File: src/common/rsq_pkg.sv
`default_nettype none
package rsq_pkg;
	// ==========================================================
	// Timing counts in system clock cycles; three-state settle counts oscillator pulses in external clock mode
	localparam int RSQ_DRIVE_CYC    = 512;  // Reset pin low period
	localparam int RSQ_RELEASE_CYC  = 10;   // High-Z test window
	localparam int RSQ_EXT_MIN_CYC  = 4;    // External request capture
	localparam int RSQ_MOD_HOLD_CYC = 4;    // Master line before module reset
	localparam int RSQ_TSC_CYC      = 10;   // Three-state settle
	localparam int RSQ_FIRST_BUS    = 14;   // First bus cycle after release
	localparam int RSQ_CNT_W        = 10;

	// ==========================================================
	// Data bus field positions
	localparam int RSQ_D_BOOT16 = 0;
	localparam int RSQ_D_BUSARB = 1;
	localparam int RSQ_D_FCODE  = 2;
	localparam int RSQ_D_ADDR_LO = 3;
	localparam int RSQ_D_PORT_E_IO  = 8;
	localparam int RSQ_D_PORT_F_IO  = 9;
	localparam int RSQ_D_TEST   = 11;
	localparam logic [15:0] RSQ_DATA_RST = 16'hFFFF; // Pull-up default
	localparam logic [23:0] RSQ_BOOT_BASE = 24'h000000;

	// ==========================================================
	// Sequencer states, Gray from DRIVE through RELEASE and START to RUN
	typedef enum logic [2:0] {
		RSQ_POR     = 3'b000,
		RSQ_DRIVE   = 3'b001,
		RSQ_RELEASE = 3'b011,
		RSQ_START   = 3'b010,
		RSQ_RUN     = 3'b110,
		RSQ_TRISTATE = 3'b111
	} rsq_state_t;

	// ==========================================================
	// Latched configuration
	typedef struct packed {
		logic       boot_16bit;
		logic       bus_arb_pins;
		logic       func_code_pins;
		logic [4:0] upper_addr_en;  // Bit i: CS(6+i) becomes ADDR(19+i)
		logic       port_e_io;
		logic       port_f_io;
		logic       test_mode;
		logic       clk_from_vco;
		logic       background_debug_flag;
	} rsq_cfg_t;
endpackage
`default_nettype wire

File: src/design/rsq_sequencer.sv
`default_nettype none
// Notes on behaviour
// - Internal reset request drives reset pin low at least 512 cycles.
// - Request still active after 512 keeps pin low until it drops.
// - Power-on asserts master and external reset lines together.
// - After power-on hold pin until PLL lock plus 512 cycles.
// - Module reset only after master line held four running cycles.
// - Three-state input floats all outputs after about 10 cycles held.
// - External clock mode counts 10 oscillator pulses before floating.
// - Three-state state is left only by power-down.
// - Weak pull-ups during reset; low line selects alternate setting.
// - Boot select width 8 bits when data 0 low, else 16.
// - Boot select active at release, mapped from address zero.
// - Data 1 low gives bus arbitration pins; data 2 low function codes.
// - Data line N low makes chip selects 6 to N+3 upper address.
// - Data 8 low turns bus control pins into port E.
// - Data 9 low turns interrupt and clock mode pins into port F.
// - Data 11 low enables factory test mode.
// - First bus cycle 14 cycles after release of reset.
// - Clock mode high selects VCO, low selects external clock.
// - Any breakpoint low at release sets background debug flag.
// - Both breakpoints high gives breakpoint exception handling.
// - After drive, float pin 10 cycles then latch and test.
module rsq_sequencer
#(
	parameter int DRIVE_CYC   = rsq_pkg::RSQ_DRIVE_CYC,
	parameter int RELEASE_CYC = rsq_pkg::RSQ_RELEASE_CYC
) (
	// Clock and reset
	input  wire logic            clk,
	input  wire logic            reset_n,
	// Reset requests and clock status
	input  wire logic            int_reset_req,
	input  wire logic            pll_locked,
	input  wire logic            ext_osc_input,
	// Reset pin, open drain
	input  wire logic            reset_pin_in,
	output logic                 reset_pin_out,
	output logic                 reset_pin_oe_n,
	// Mode pins
	input  wire logic [15:0]     data_in,
	output logic                 data_pullup_en,
	input  wire logic            clock_mode_select,
	input  wire logic [1:0]      breakpoint_request,
	input  wire logic            three_state_control,
	// Reset lines
	output logic                 master_reset_line,
	output logic                 external_reset_line,
	output logic                 module_reset,
	output logic                 outputs_hiz,
	// Configuration and sequencing
	output rsq_pkg::rsq_cfg_t    cfg,
	output logic [23:0]          boot_base_addr,
	output logic                 boot_cs_active,
	output logic                 first_bus_cycle,
	output logic                 breakpoint_request_to_background,
	output logic                 breakpoint_request_to_exception
);
	import rsq_pkg::*;

	// ==========================================================
	// Input synchronisers
	logic [15:0] data_s;
	logic [5:0]  ctl_s;
	logic        rst_pin_s;
	logic        int_req_s;
	logic        pll_s;
	logic        osc_s;
	logic        tsc_s;
	logic        mod_s;
	logic [1:0]  breakpoint_request_s;

	rsq_sync #(.W(16), .RST(RSQ_DATA_RST)) u_data_sync (
		.clk     (clk),
		.reset_n (reset_n),
		.d       (data_in),
		.q       (data_s)
	);

	// Control pins; reset pin sync resets asserted
	rsq_sync #(.W(6), .RST(6'h07)) u_ctl_sync (
		.clk     (clk),
		.reset_n (reset_n),
		.d       ({ext_osc_input, three_state_control, pll_locked,
		           clock_mode_select, breakpoint_request}),
		.q       (ctl_s)
	);

	rsq_sync #(.W(2), .RST(2'h0)) u_rst_sync (
		.clk     (clk),
		.reset_n (reset_n),
		.d       ({reset_pin_in, int_reset_req}),
		.q       ({rst_pin_s, int_req_s})
	);

	assign osc_s  = ctl_s[5];
	assign tsc_s  = ctl_s[4];
	assign pll_s  = ctl_s[3];
	assign mod_s  = ctl_s[2];
	assign breakpoint_request_s = ctl_s[1:0];

	// ==========================================================
	// Sequencer state
	rsq_state_t            state_ff;
	rsq_state_t            nxt_state;
	logic [RSQ_CNT_W-1:0]  cnt_ff;
	logic [RSQ_CNT_W-1:0]  nxt_cnt;
	logic                  por_done_ff;
	logic [2:0]            ext_lo_ff;
	logic                  ext_req;
	logic                  drive_done;
	logic                  rel_done;
	logic [3:0]            tsc_cnt_ff;
	logic                  osc_d_ff;
	logic                  tsc_tick;
	logic                  tsc_hit;
	logic [4:0]            post_cnt_ff;

	// External low seen four cycles; our own drive is not counted
	always_ff @(posedge clk or negedge reset_n) begin
		if (!reset_n) begin
			ext_lo_ff <= 3'h0;
		end else if (!rst_pin_s && state_ff == RSQ_RUN) begin
			if (ext_lo_ff != 3'(RSQ_EXT_MIN_CYC - 1)) begin
				ext_lo_ff <= ext_lo_ff + 3'h1;
			end
		end else begin
			ext_lo_ff <= 3'h0;
		end
	end
	assign ext_req = (ext_lo_ff == 3'(RSQ_EXT_MIN_CYC - 1)) && !rst_pin_s;

	assign drive_done = (cnt_ff == RSQ_CNT_W'(DRIVE_CYC - 1));
	assign rel_done   = (cnt_ff == RSQ_CNT_W'(RELEASE_CYC - 1));

	// Next state and counter
	always_comb begin
		nxt_state = state_ff;
		nxt_cnt   = cnt_ff + RSQ_CNT_W'(1);
		unique case (state_ff)
			RSQ_POR: begin
				// Count only once the PLL reports lock
				if (!pll_s) begin
					nxt_cnt = '0;
				end else if (drive_done) begin
					nxt_state = RSQ_RELEASE;
					nxt_cnt   = '0;
				end
			end
			RSQ_DRIVE: begin
				// Minimum drive, then hold while the internal request stays
				if (drive_done) begin
					nxt_cnt = cnt_ff;
					if (!int_req_s) begin
						nxt_state = RSQ_RELEASE;
						nxt_cnt   = '0;
					end
				end
			end
			RSQ_RELEASE: begin
				// Test pin at end of high-Z window
				if (rel_done) begin
					nxt_cnt   = '0;
					nxt_state = rst_pin_s ? RSQ_START : RSQ_DRIVE;
				end
			end
			RSQ_START: begin
				nxt_cnt   = '0;
				nxt_state = RSQ_RUN;
			end
			RSQ_RUN: begin
				nxt_cnt = '0;
				if (int_req_s || ext_req) begin
					nxt_state = RSQ_DRIVE;
				end
			end
			RSQ_TRISTATE: begin
				nxt_cnt = cnt_ff;
			end
			default: begin
				nxt_state = RSQ_POR;
				nxt_cnt   = '0;
			end
		endcase
		// Three-state overrides all; only power-down leaves it
		if (tsc_hit || state_ff == RSQ_TRISTATE) begin
			nxt_state = RSQ_TRISTATE;
			nxt_cnt   = cnt_ff;
		end
	end

	always_ff @(posedge clk or negedge reset_n) begin
		if (!reset_n) begin
			state_ff <= RSQ_POR;
			cnt_ff   <= '0;
		end else begin
			state_ff <= nxt_state;
			cnt_ff   <= nxt_cnt;
		end
	end

	// Power-on history, cleared only by power-down reset
	always_ff @(posedge clk or negedge reset_n) begin
		if (!reset_n) begin
			por_done_ff <= 1'b0;
		end else if (state_ff == RSQ_START) begin
			por_done_ff <= 1'b1;
		end
	end

	// ==========================================================
	// Three-state control timing
	// Clock tick is the system clock or the external oscillator edge
	always_ff @(posedge clk or negedge reset_n) begin
		if (!reset_n) begin
			osc_d_ff <= 1'b0;
		end else begin
			osc_d_ff <= osc_s;
		end
	end
	assign tsc_tick = cfg.clk_from_vco ? 1'b1 : (osc_s && !osc_d_ff);

	always_ff @(posedge clk or negedge reset_n) begin
		if (!reset_n) begin
			tsc_cnt_ff <= 4'h0;
		end else if (!tsc_s) begin
			tsc_cnt_ff <= 4'h0;
		end else if (tsc_tick && tsc_cnt_ff != 4'(RSQ_TSC_CYC)) begin
			tsc_cnt_ff <= tsc_cnt_ff + 4'h1;
		end
	end
	assign tsc_hit = (tsc_cnt_ff == 4'(RSQ_TSC_CYC));
	assign outputs_hiz = (state_ff == RSQ_TRISTATE);

	// ==========================================================
	// Reset lines and pin
	assign external_reset_line = (state_ff == RSQ_POR) || (state_ff == RSQ_DRIVE);
	assign master_reset_line   = (state_ff == RSQ_POR) || (state_ff == RSQ_RELEASE);
	// Pin only pulled low or floated
	assign reset_pin_out  = 1'b0;
	assign reset_pin_oe_n = !external_reset_line || outputs_hiz;
	assign data_pullup_en = (state_ff != RSQ_RUN) && !outputs_hiz;

	// Module reset after master line held four cycles, at power-on only
	logic [2:0] mst_cnt_ff;
	always_ff @(posedge clk or negedge reset_n) begin
		if (!reset_n) begin
			mst_cnt_ff   <= 3'h0;
			module_reset <= 1'b0;
		end else if (master_reset_line && !por_done_ff) begin
			if (mst_cnt_ff != 3'(RSQ_MOD_HOLD_CYC)) begin
				mst_cnt_ff <= mst_cnt_ff + 3'h1;
			end
			module_reset <= (mst_cnt_ff == 3'(RSQ_MOD_HOLD_CYC));
		end else begin
			mst_cnt_ff   <= 3'h0;
			module_reset <= 1'b0;
		end
	end

	// ==========================================================
	// Configuration latch at end of release window
	always_ff @(posedge clk or negedge reset_n) begin
		if (!reset_n) begin
			cfg <= '{boot_16bit: 1'b1, bus_arb_pins: 1'b0, func_code_pins: 1'b0,
			         upper_addr_en: 5'h00, port_e_io: 1'b0, port_f_io: 1'b0,
			         test_mode: 1'b0, clk_from_vco: 1'b1,
			         background_debug_flag: 1'b0};
		end else if (state_ff == RSQ_RELEASE && rel_done && rst_pin_s) begin
			cfg.boot_16bit     <= data_s[RSQ_D_BOOT16];
			cfg.bus_arb_pins   <= !data_s[RSQ_D_BUSARB];
			cfg.func_code_pins <= !data_s[RSQ_D_FCODE];
			// Low line N enables its own and every lower address bit
			for (int i = 0; i < 5; i++) begin
				cfg.upper_addr_en[i] <= !(&data_s[RSQ_D_ADDR_LO+4 -: 5] >> i == 1'b1)
				                        && (data_s[RSQ_D_ADDR_LO+4 : RSQ_D_ADDR_LO]
				                            >> i) != 5'h1F >> i;
			end
			cfg.port_e_io      <= !data_s[RSQ_D_PORT_E_IO];
			cfg.port_f_io      <= !data_s[RSQ_D_PORT_F_IO];
			cfg.test_mode      <= !data_s[RSQ_D_TEST];
			if (!por_done_ff) begin
				cfg.clk_from_vco <= mod_s;
			end
			cfg.background_debug_flag <= !(&breakpoint_request_s);
		end
	end

	// Breakpoint routing after release
	assign breakpoint_request_to_background = cfg.background_debug_flag && !(&breakpoint_request_s) && (state_ff == RSQ_RUN);
	assign breakpoint_request_to_exception  = !cfg.background_debug_flag && !(&breakpoint_request_s) && (state_ff == RSQ_RUN);

	// Boot select live from release, mapped at zero
	assign boot_base_addr = RSQ_BOOT_BASE;
	assign boot_cs_active = (state_ff == RSQ_RUN);

	// First bus cycle strobe 14 cycles after release
	always_ff @(posedge clk or negedge reset_n) begin
		if (!reset_n) begin
			post_cnt_ff     <= 5'h00;
			first_bus_cycle <= 1'b0;
		end else if (state_ff == RSQ_RUN) begin
			if (post_cnt_ff != 5'(RSQ_FIRST_BUS)) begin
				post_cnt_ff <= post_cnt_ff + 5'h01;
			end
			first_bus_cycle <= (post_cnt_ff == 5'(RSQ_FIRST_BUS - 1));
		end else begin
			post_cnt_ff     <= 5'h00;
			first_bus_cycle <= 1'b0;
		end
	end
endmodule
`default_nettype wire

File: src/design/rsq_sync.sv
`default_nettype none
// ==========================================================
// Two-stage synchroniser for a bus of pin levels
module rsq_sync #(
	parameter int W = 1,
	parameter logic [W-1:0] RST = '0
) (
	// Clock and reset
	input  wire logic         clk,
	input  wire logic         reset_n,
	// Data
	input  wire logic [W-1:0] d,
	output logic      [W-1:0] q
);
	logic [W-1:0] meta_ff;
	// First stage read only by the second
	always_ff @(posedge clk or negedge reset_n) begin
		if (!reset_n) begin
			meta_ff <= RST;
			q       <= RST;
		end else begin
			meta_ff <= d;
			q       <= meta_ff;
		end
	end
endmodule
`default_nettype wire

File: config.mk
export PLATFORM = sky130hd
export DESIGN_NAME = rsq_sequencer
export DESIGN_NICKNAME = d
export VERILOG_FILES = /design/src/common/rsq_pkg.sv /design/src/design/rsq_sequencer.sv /design/src/design/rsq_sync.sv
export SDC_FILE = /design/constraint.sdc
export NUM_CORES = 1
export LEC_CHECK = 0
export ABC_CLOCK_PERIOD_IN_PS = 2600
export BUFFER_PORTS_ARGS = -buffer_cell sky130_fd_sc_hd__clkbuf_2
export CAP_MARGIN = 20
export CORE_MARGIN = 2
export CORE_UTILIZATION = 45
export CTS_CLUSTER_DIAMETER = 100
export DETAILED_ROUTE_END_ITERATION = 6
export GPL_ROUTABILITY_DRIVEN = 0
export GPL_TIMING_DRIVEN = 0
export PLACE_DENSITY = 0.67
export SYNTH_ARGS = -nofsm -noshare
export SYNTH_HDL_FRONTEND = slang
export SYNTH_HIERARCHICAL = 1
export SYNTH_SLANG_ARGS = --single-unit
File: constraint.sdc
create_clock -name clk -period 2.6 [get_ports clk]
set_input_delay 0.26 -clock clk [delete_from_list [all_inputs] [get_ports clk]]
set_output_delay 0.26 -clock clk [all_outputs]
set_load 0.02 [all_outputs]
## Word level (Yosys, flattened, before mapping)

Index checks and enable logic that the tools add are counted.

- Register bits: 85
- Input port bits: 26
- Output and inout bits: 48
- Word-level logic and storage cells: 129

- Add/subtract/negate cells: 5
- Equality and inequality tests: 32
- Muxes and demuxes: 26
- Bitwise logic cells: 4
- Reductions and logical operators: 37

Operators by type and width:

| operator | number |
|---|---|
| 10-bit two-way mux | 5 |
| 10-bit case mux with 4 select lines | 1 |
| 3-bit two-way mux | 11 |
| 3-bit != test, second input constant | 8 |
| 3-bit case mux with 6 select lines | 1 |
| 1-bit logical AND | 13 |
| 1-bit logical NOT | 13 |
| 10-bit by 1-bit adder with 10-bit output, second input constant | 1 |
| 10-bit by 4-bit equality test with 1-bit output, second input constant | 1 |
| 10-bit by 9-bit equality test with 1-bit output, second input constant | 1 |
| 5-bit two-way mux | 2 |
| 3-bit by 2-bit equality test with 1-bit output, second input constant | 3 |
| 3-bit equality test, second input constant | 3 |
| 4-bit two-way mux | 2 |
| 2-bit by 1-bit != test with 1-bit output, second input constant | 4 |
| 4-bit != test, second input constant | 2 |
| 7-bit AND reduction | 1 |
| 3-bit by 1-bit adder with 3-bit output, second input constant | 2 |
| 3-bit by 2-bit != test with 1-bit output, second input constant | 2 |
| 5-bit by 1-bit adder with 5-bit output, second input constant | 1 |
| 5-bit by 4-bit equality test with 1-bit output, second input constant | 1 |
| 1-bit logical OR | 5 |
| 5-bit by 4-bit != test with 1-bit output, second input constant | 1 |
| 5-bit != test, second input constant | 1 |
| other kinds (12) | 19 |

## Depth between registers and ports, before layout

- Word-level depth: 6
- Mapped depth: 8
- Depth with buffers taken out: 7

## Hierarchy

The synthesis kept the hierarchy.

Modules (own cells, without submodules):

| module | times used | cells each | area an instance (µm²) | seq. area each (µm²) |
|---|---|---|---|---|
| rsq_sequencer | 1 | 274 | 2558.7 | 1128.6 |
| rsq_sync at u_data_sync | 1 | 32 | 840.8 | 840.8 |
| rsq_sync at u_ctl_sync | 1 | 12 | 307.8 | 307.8 |
| rsq_sync at u_rst_sync | 1 | 4 | 100.1 | 100.1 |

## Worst setup path after synthesis

Ideal clock, no wire load.

- Path kind: register to register
- From: register cnt_ff[0]
- To: register cnt_ff[4]
- Setup time: 0.069 ns
- Arrival time: 1.768 ns
- Data required time: 2.531 ns
- Setup slack: 0.763 ns
- Cell stages (with the launch flop): 7
- Buffers on the path: 0
- Clock period less this slack: 1.837 ns
- Cells stage by stage: dfrtp_1 > ha_1 > and4_2 > a41oi_2 > o21ai_2 > or4_1 > nand3_1

- Cells in the longest elaborated chain, start to end: 4
- Elaborated cells between the ends (all ways): 10
- Classes of those cells: add/sub (1); eq/ne (3); mux (5); reduce/logical (1)

Ends and longest elaborated chain:

| item | line | RTL |
|---|---|---|
| from (decl) | rsq_sequencer.sv:106 | `logic [RSQ_CNT_W-1:0] cnt_ff;` |
| from (signal assigned) | rsq_sequencer.sv:198 | `cnt_ff <= nxt_cnt;` |
| 10-bit by 1-bit adder with 10-bit output / 10-bit by 9-bit equality test with 1-bit output (equally long branches) | rsq_sequencer.sv:139, rsq_sequencer.sv:133 |  |
| 10-bit two-way mux | rsq_sequencer.sv:145 | `end else if (drive_done) begin` |
| 10-bit two-way mux | rsq_sequencer.sv:143 | `if (!pll_s) begin` |
| 10-bit case mux with 4 select lines | rsq_sequencer.sv:140 | `unique case (state_ff)` |

Several ways; a longest one is shown, not always the timed one.
A chain may end at the register's enable or synchronous reset.

## Worst setup path in the final report

Same ends and word-level chain as after synthesis.

==> results.md <==
* Final setup violation count at 0
* Cell Area, Synth at 3540 um2
* Part of the cycle the worst path needs at 0.778
* NumNets Final at between 400 and 500
* Clock-pin slew on the worst setup and hold paths at 0.10 ns
* Share of layout cells above drive strength 1 at 0.321
* Setup WS post-layout at just under 0.6 ns
* Post-CTS setup buffer count at 0
* Setup crit end kind: flop
* Max clock buf depth at 2
* Final Hold Viols at 0
* Maximum fanout along the worst path at 5
* Worst hold stages at 1
* DRT antenna net count at 0
* Cell count after synthesis at approximately 310
* IO Count at 74
* CTS sink count at 83
* Largest net degree at the start of global routing at 67
* Die area at 8600 um2
* Buffers on Ports at 43
* CTS H-tree depth at 3
* DRT Pass-1 Iters at 4
* Row cnt at 32
* Worst vdd ir at about 350 uV
* CTS Hold Buffers Added at 18
* Setup Skew at 0.0112 ns
* Reported max-cap violation count at 0
* Area growth syn-to-layout at 23.8%
* Post-detail-place hpwl at 4110 um
* Post-DR vias/cell at ~4.7
* Non-filler cells, final at slightly above 500
* Die Span X at roughly 90 um
* Ys Warns at 6
* First-pass GRT wire length at just over 10000 um
* Fin util at 0.571
* Critical Path RT at 2.89 ns
* Crit path launch type: flop
* Vias at between 2000 and 2500
* Min Tclk post-route at between 2 and 2.5 ns
* Ant. Diodes at 0
* Overflow after GRT at 0
* CTS buffer count at 9
* Worst Path Arrival at 2.31 ns
* Initial antenna violation count at 0
* CTS tree: built
* Root buffer cell: clkbuf_8
* Residual DRC at 0
* Dpl cells at 482
* Reg2reg path depth at 6
* Final WL at 5990 um
* Min-Delay Path Class: input port to flop
* Clock latency on the worst-skew pair at between 0.3 and 0.4 ns
* Post-placement setup slack at between 0.6 and 0.7 ns
* Iteration-0 DRC Markers at 103
* PD cells at approximately 600 nW/um2
* Resize count post-CTS at 0
* RSZ-0062 raised after global routing: no
* Drt wl/cell at ~12 um
* F_max at 495 MHz
* Outcome: finished clean
* Initial Util at 0.461
* Core area at 7690 um2
* DIE HEIGHT at roughly 90 um
* Vias in the first global route at 2305
* Total GRT Usage at 0.152
* Slew Viols, Final at 0
* Syn_area_per_cell at 11.4 um2
* Setup TNS at 0 ns
* Leak at around 2.2 nW
* Kind of critical path: flop to flop
-- registers in the layout, indices dropped and copies added (netlist names) --
name                 count
u_ctl_sync/meta_ff       6
por_done_ff              1
cnt_ff                  10
tsc_cnt_ff               4
osc_d_ff                 1
ext_lo_ff                3
module_reset             1
u_data_sync/q           11
u_rst_sync/q             2
first_bus_cycle          1
state_ff                 3
post_cnt_ff              5
mst_cnt_ff               3
u_data_sync/meta_ff     11
u_ctl_sync/q             6
cfg                     13
u_rst_sync/meta_ff       2
-- layer usage --
metal / track usage / routed length (um) / vias to the layer above
met4: 0.0527 / 56 / 0
met1: 0.205 / 2850 / 1108
met3: 0.0342 / 309 / 5
li1: - / - / 1217
met5: 0 / 0 / -
met2: 0.245 / 2780 / 70
-- worst max-delay path, cell delays in order (launching register included) --
cell     delay (ns)
dfrtp_1        0.44
ha_1           0.26
and4_2         0.28
a41oi_2        0.29
o21ai_2        0.11
or4_1          0.47
nand3_1        0.10
-- final timing paths --
| check | startpoint | to | slack, ns |
|---|---|---|---|
| min in group asynchronous | reset_n | u_ctl_sync/q[3] | 0.34 |
| hold reg to reg | u_ctl_sync/meta_ff[3] | u_ctl_sync/q[3] | 0.34 |
| hold / removal | pll_locked | u_ctl_sync/meta_ff[3] | 0.02 |
| setup / recovery | cnt_ff[0] | cnt_ff[4] | 0.58 |
| max in group asynchronous | reset_n | u_ctl_sync/q[0] | 1.62 |
| setup reg to reg | cnt_ff[0] | cnt_ff[4] | 0.58 |
-- report_power, final --
part           total, mW  switching [mW]  leakage [nW]  internal [mW]
Combinational      0.274           0.149          1.04          0.126
Clock              0.920           0.537         0.103          0.384
Sequential          1.42          0.0424          1.02           1.38
Total               2.61           0.728          2.16           1.89
-- placed cells by master (no fill, tap or decap), types with 7 or more instances in the layout --
cell            n
a31oi_1         7
buf_4          25
clkbuf_2       42
clkbuf_8        9
conb_1         25
dfrtp_1        53
dfstp_2        30
dlygate4sd3_1  18
ha_1           11
inv_1          14
nand2_1        32
nand3_1        13
nor2_1         23
nor3_1          7
o21ai_0        10
o21ai_1         7
-- stage by stage --
stage          area (um2)  hold slack [ns]  power [mW]
5_1_grt              4390         0.000863        2.75
6_report             4390           0.0192        2.61
4_1_cts              4390          0.00274        2.65
3_3_place_gp         3980            0.333        1.68
2_1_floorplan        3630          -0.0356        1.62
3_5_place_dp         4010            0.188        1.70
-- cell type report --
class | count | area, um2
clock buffer | 9 | 124
clock inverter | 7 | 76.3
tap | 102 | 128
buffer | 32 | 235
multi-input combinational | 205 | 1220
sequential | 83 | 2110
inverter | 16 | 60.1
timing repair buffer | 62 | 425
fill | 666 | 3300
Power figures use the tool's default switching activity.
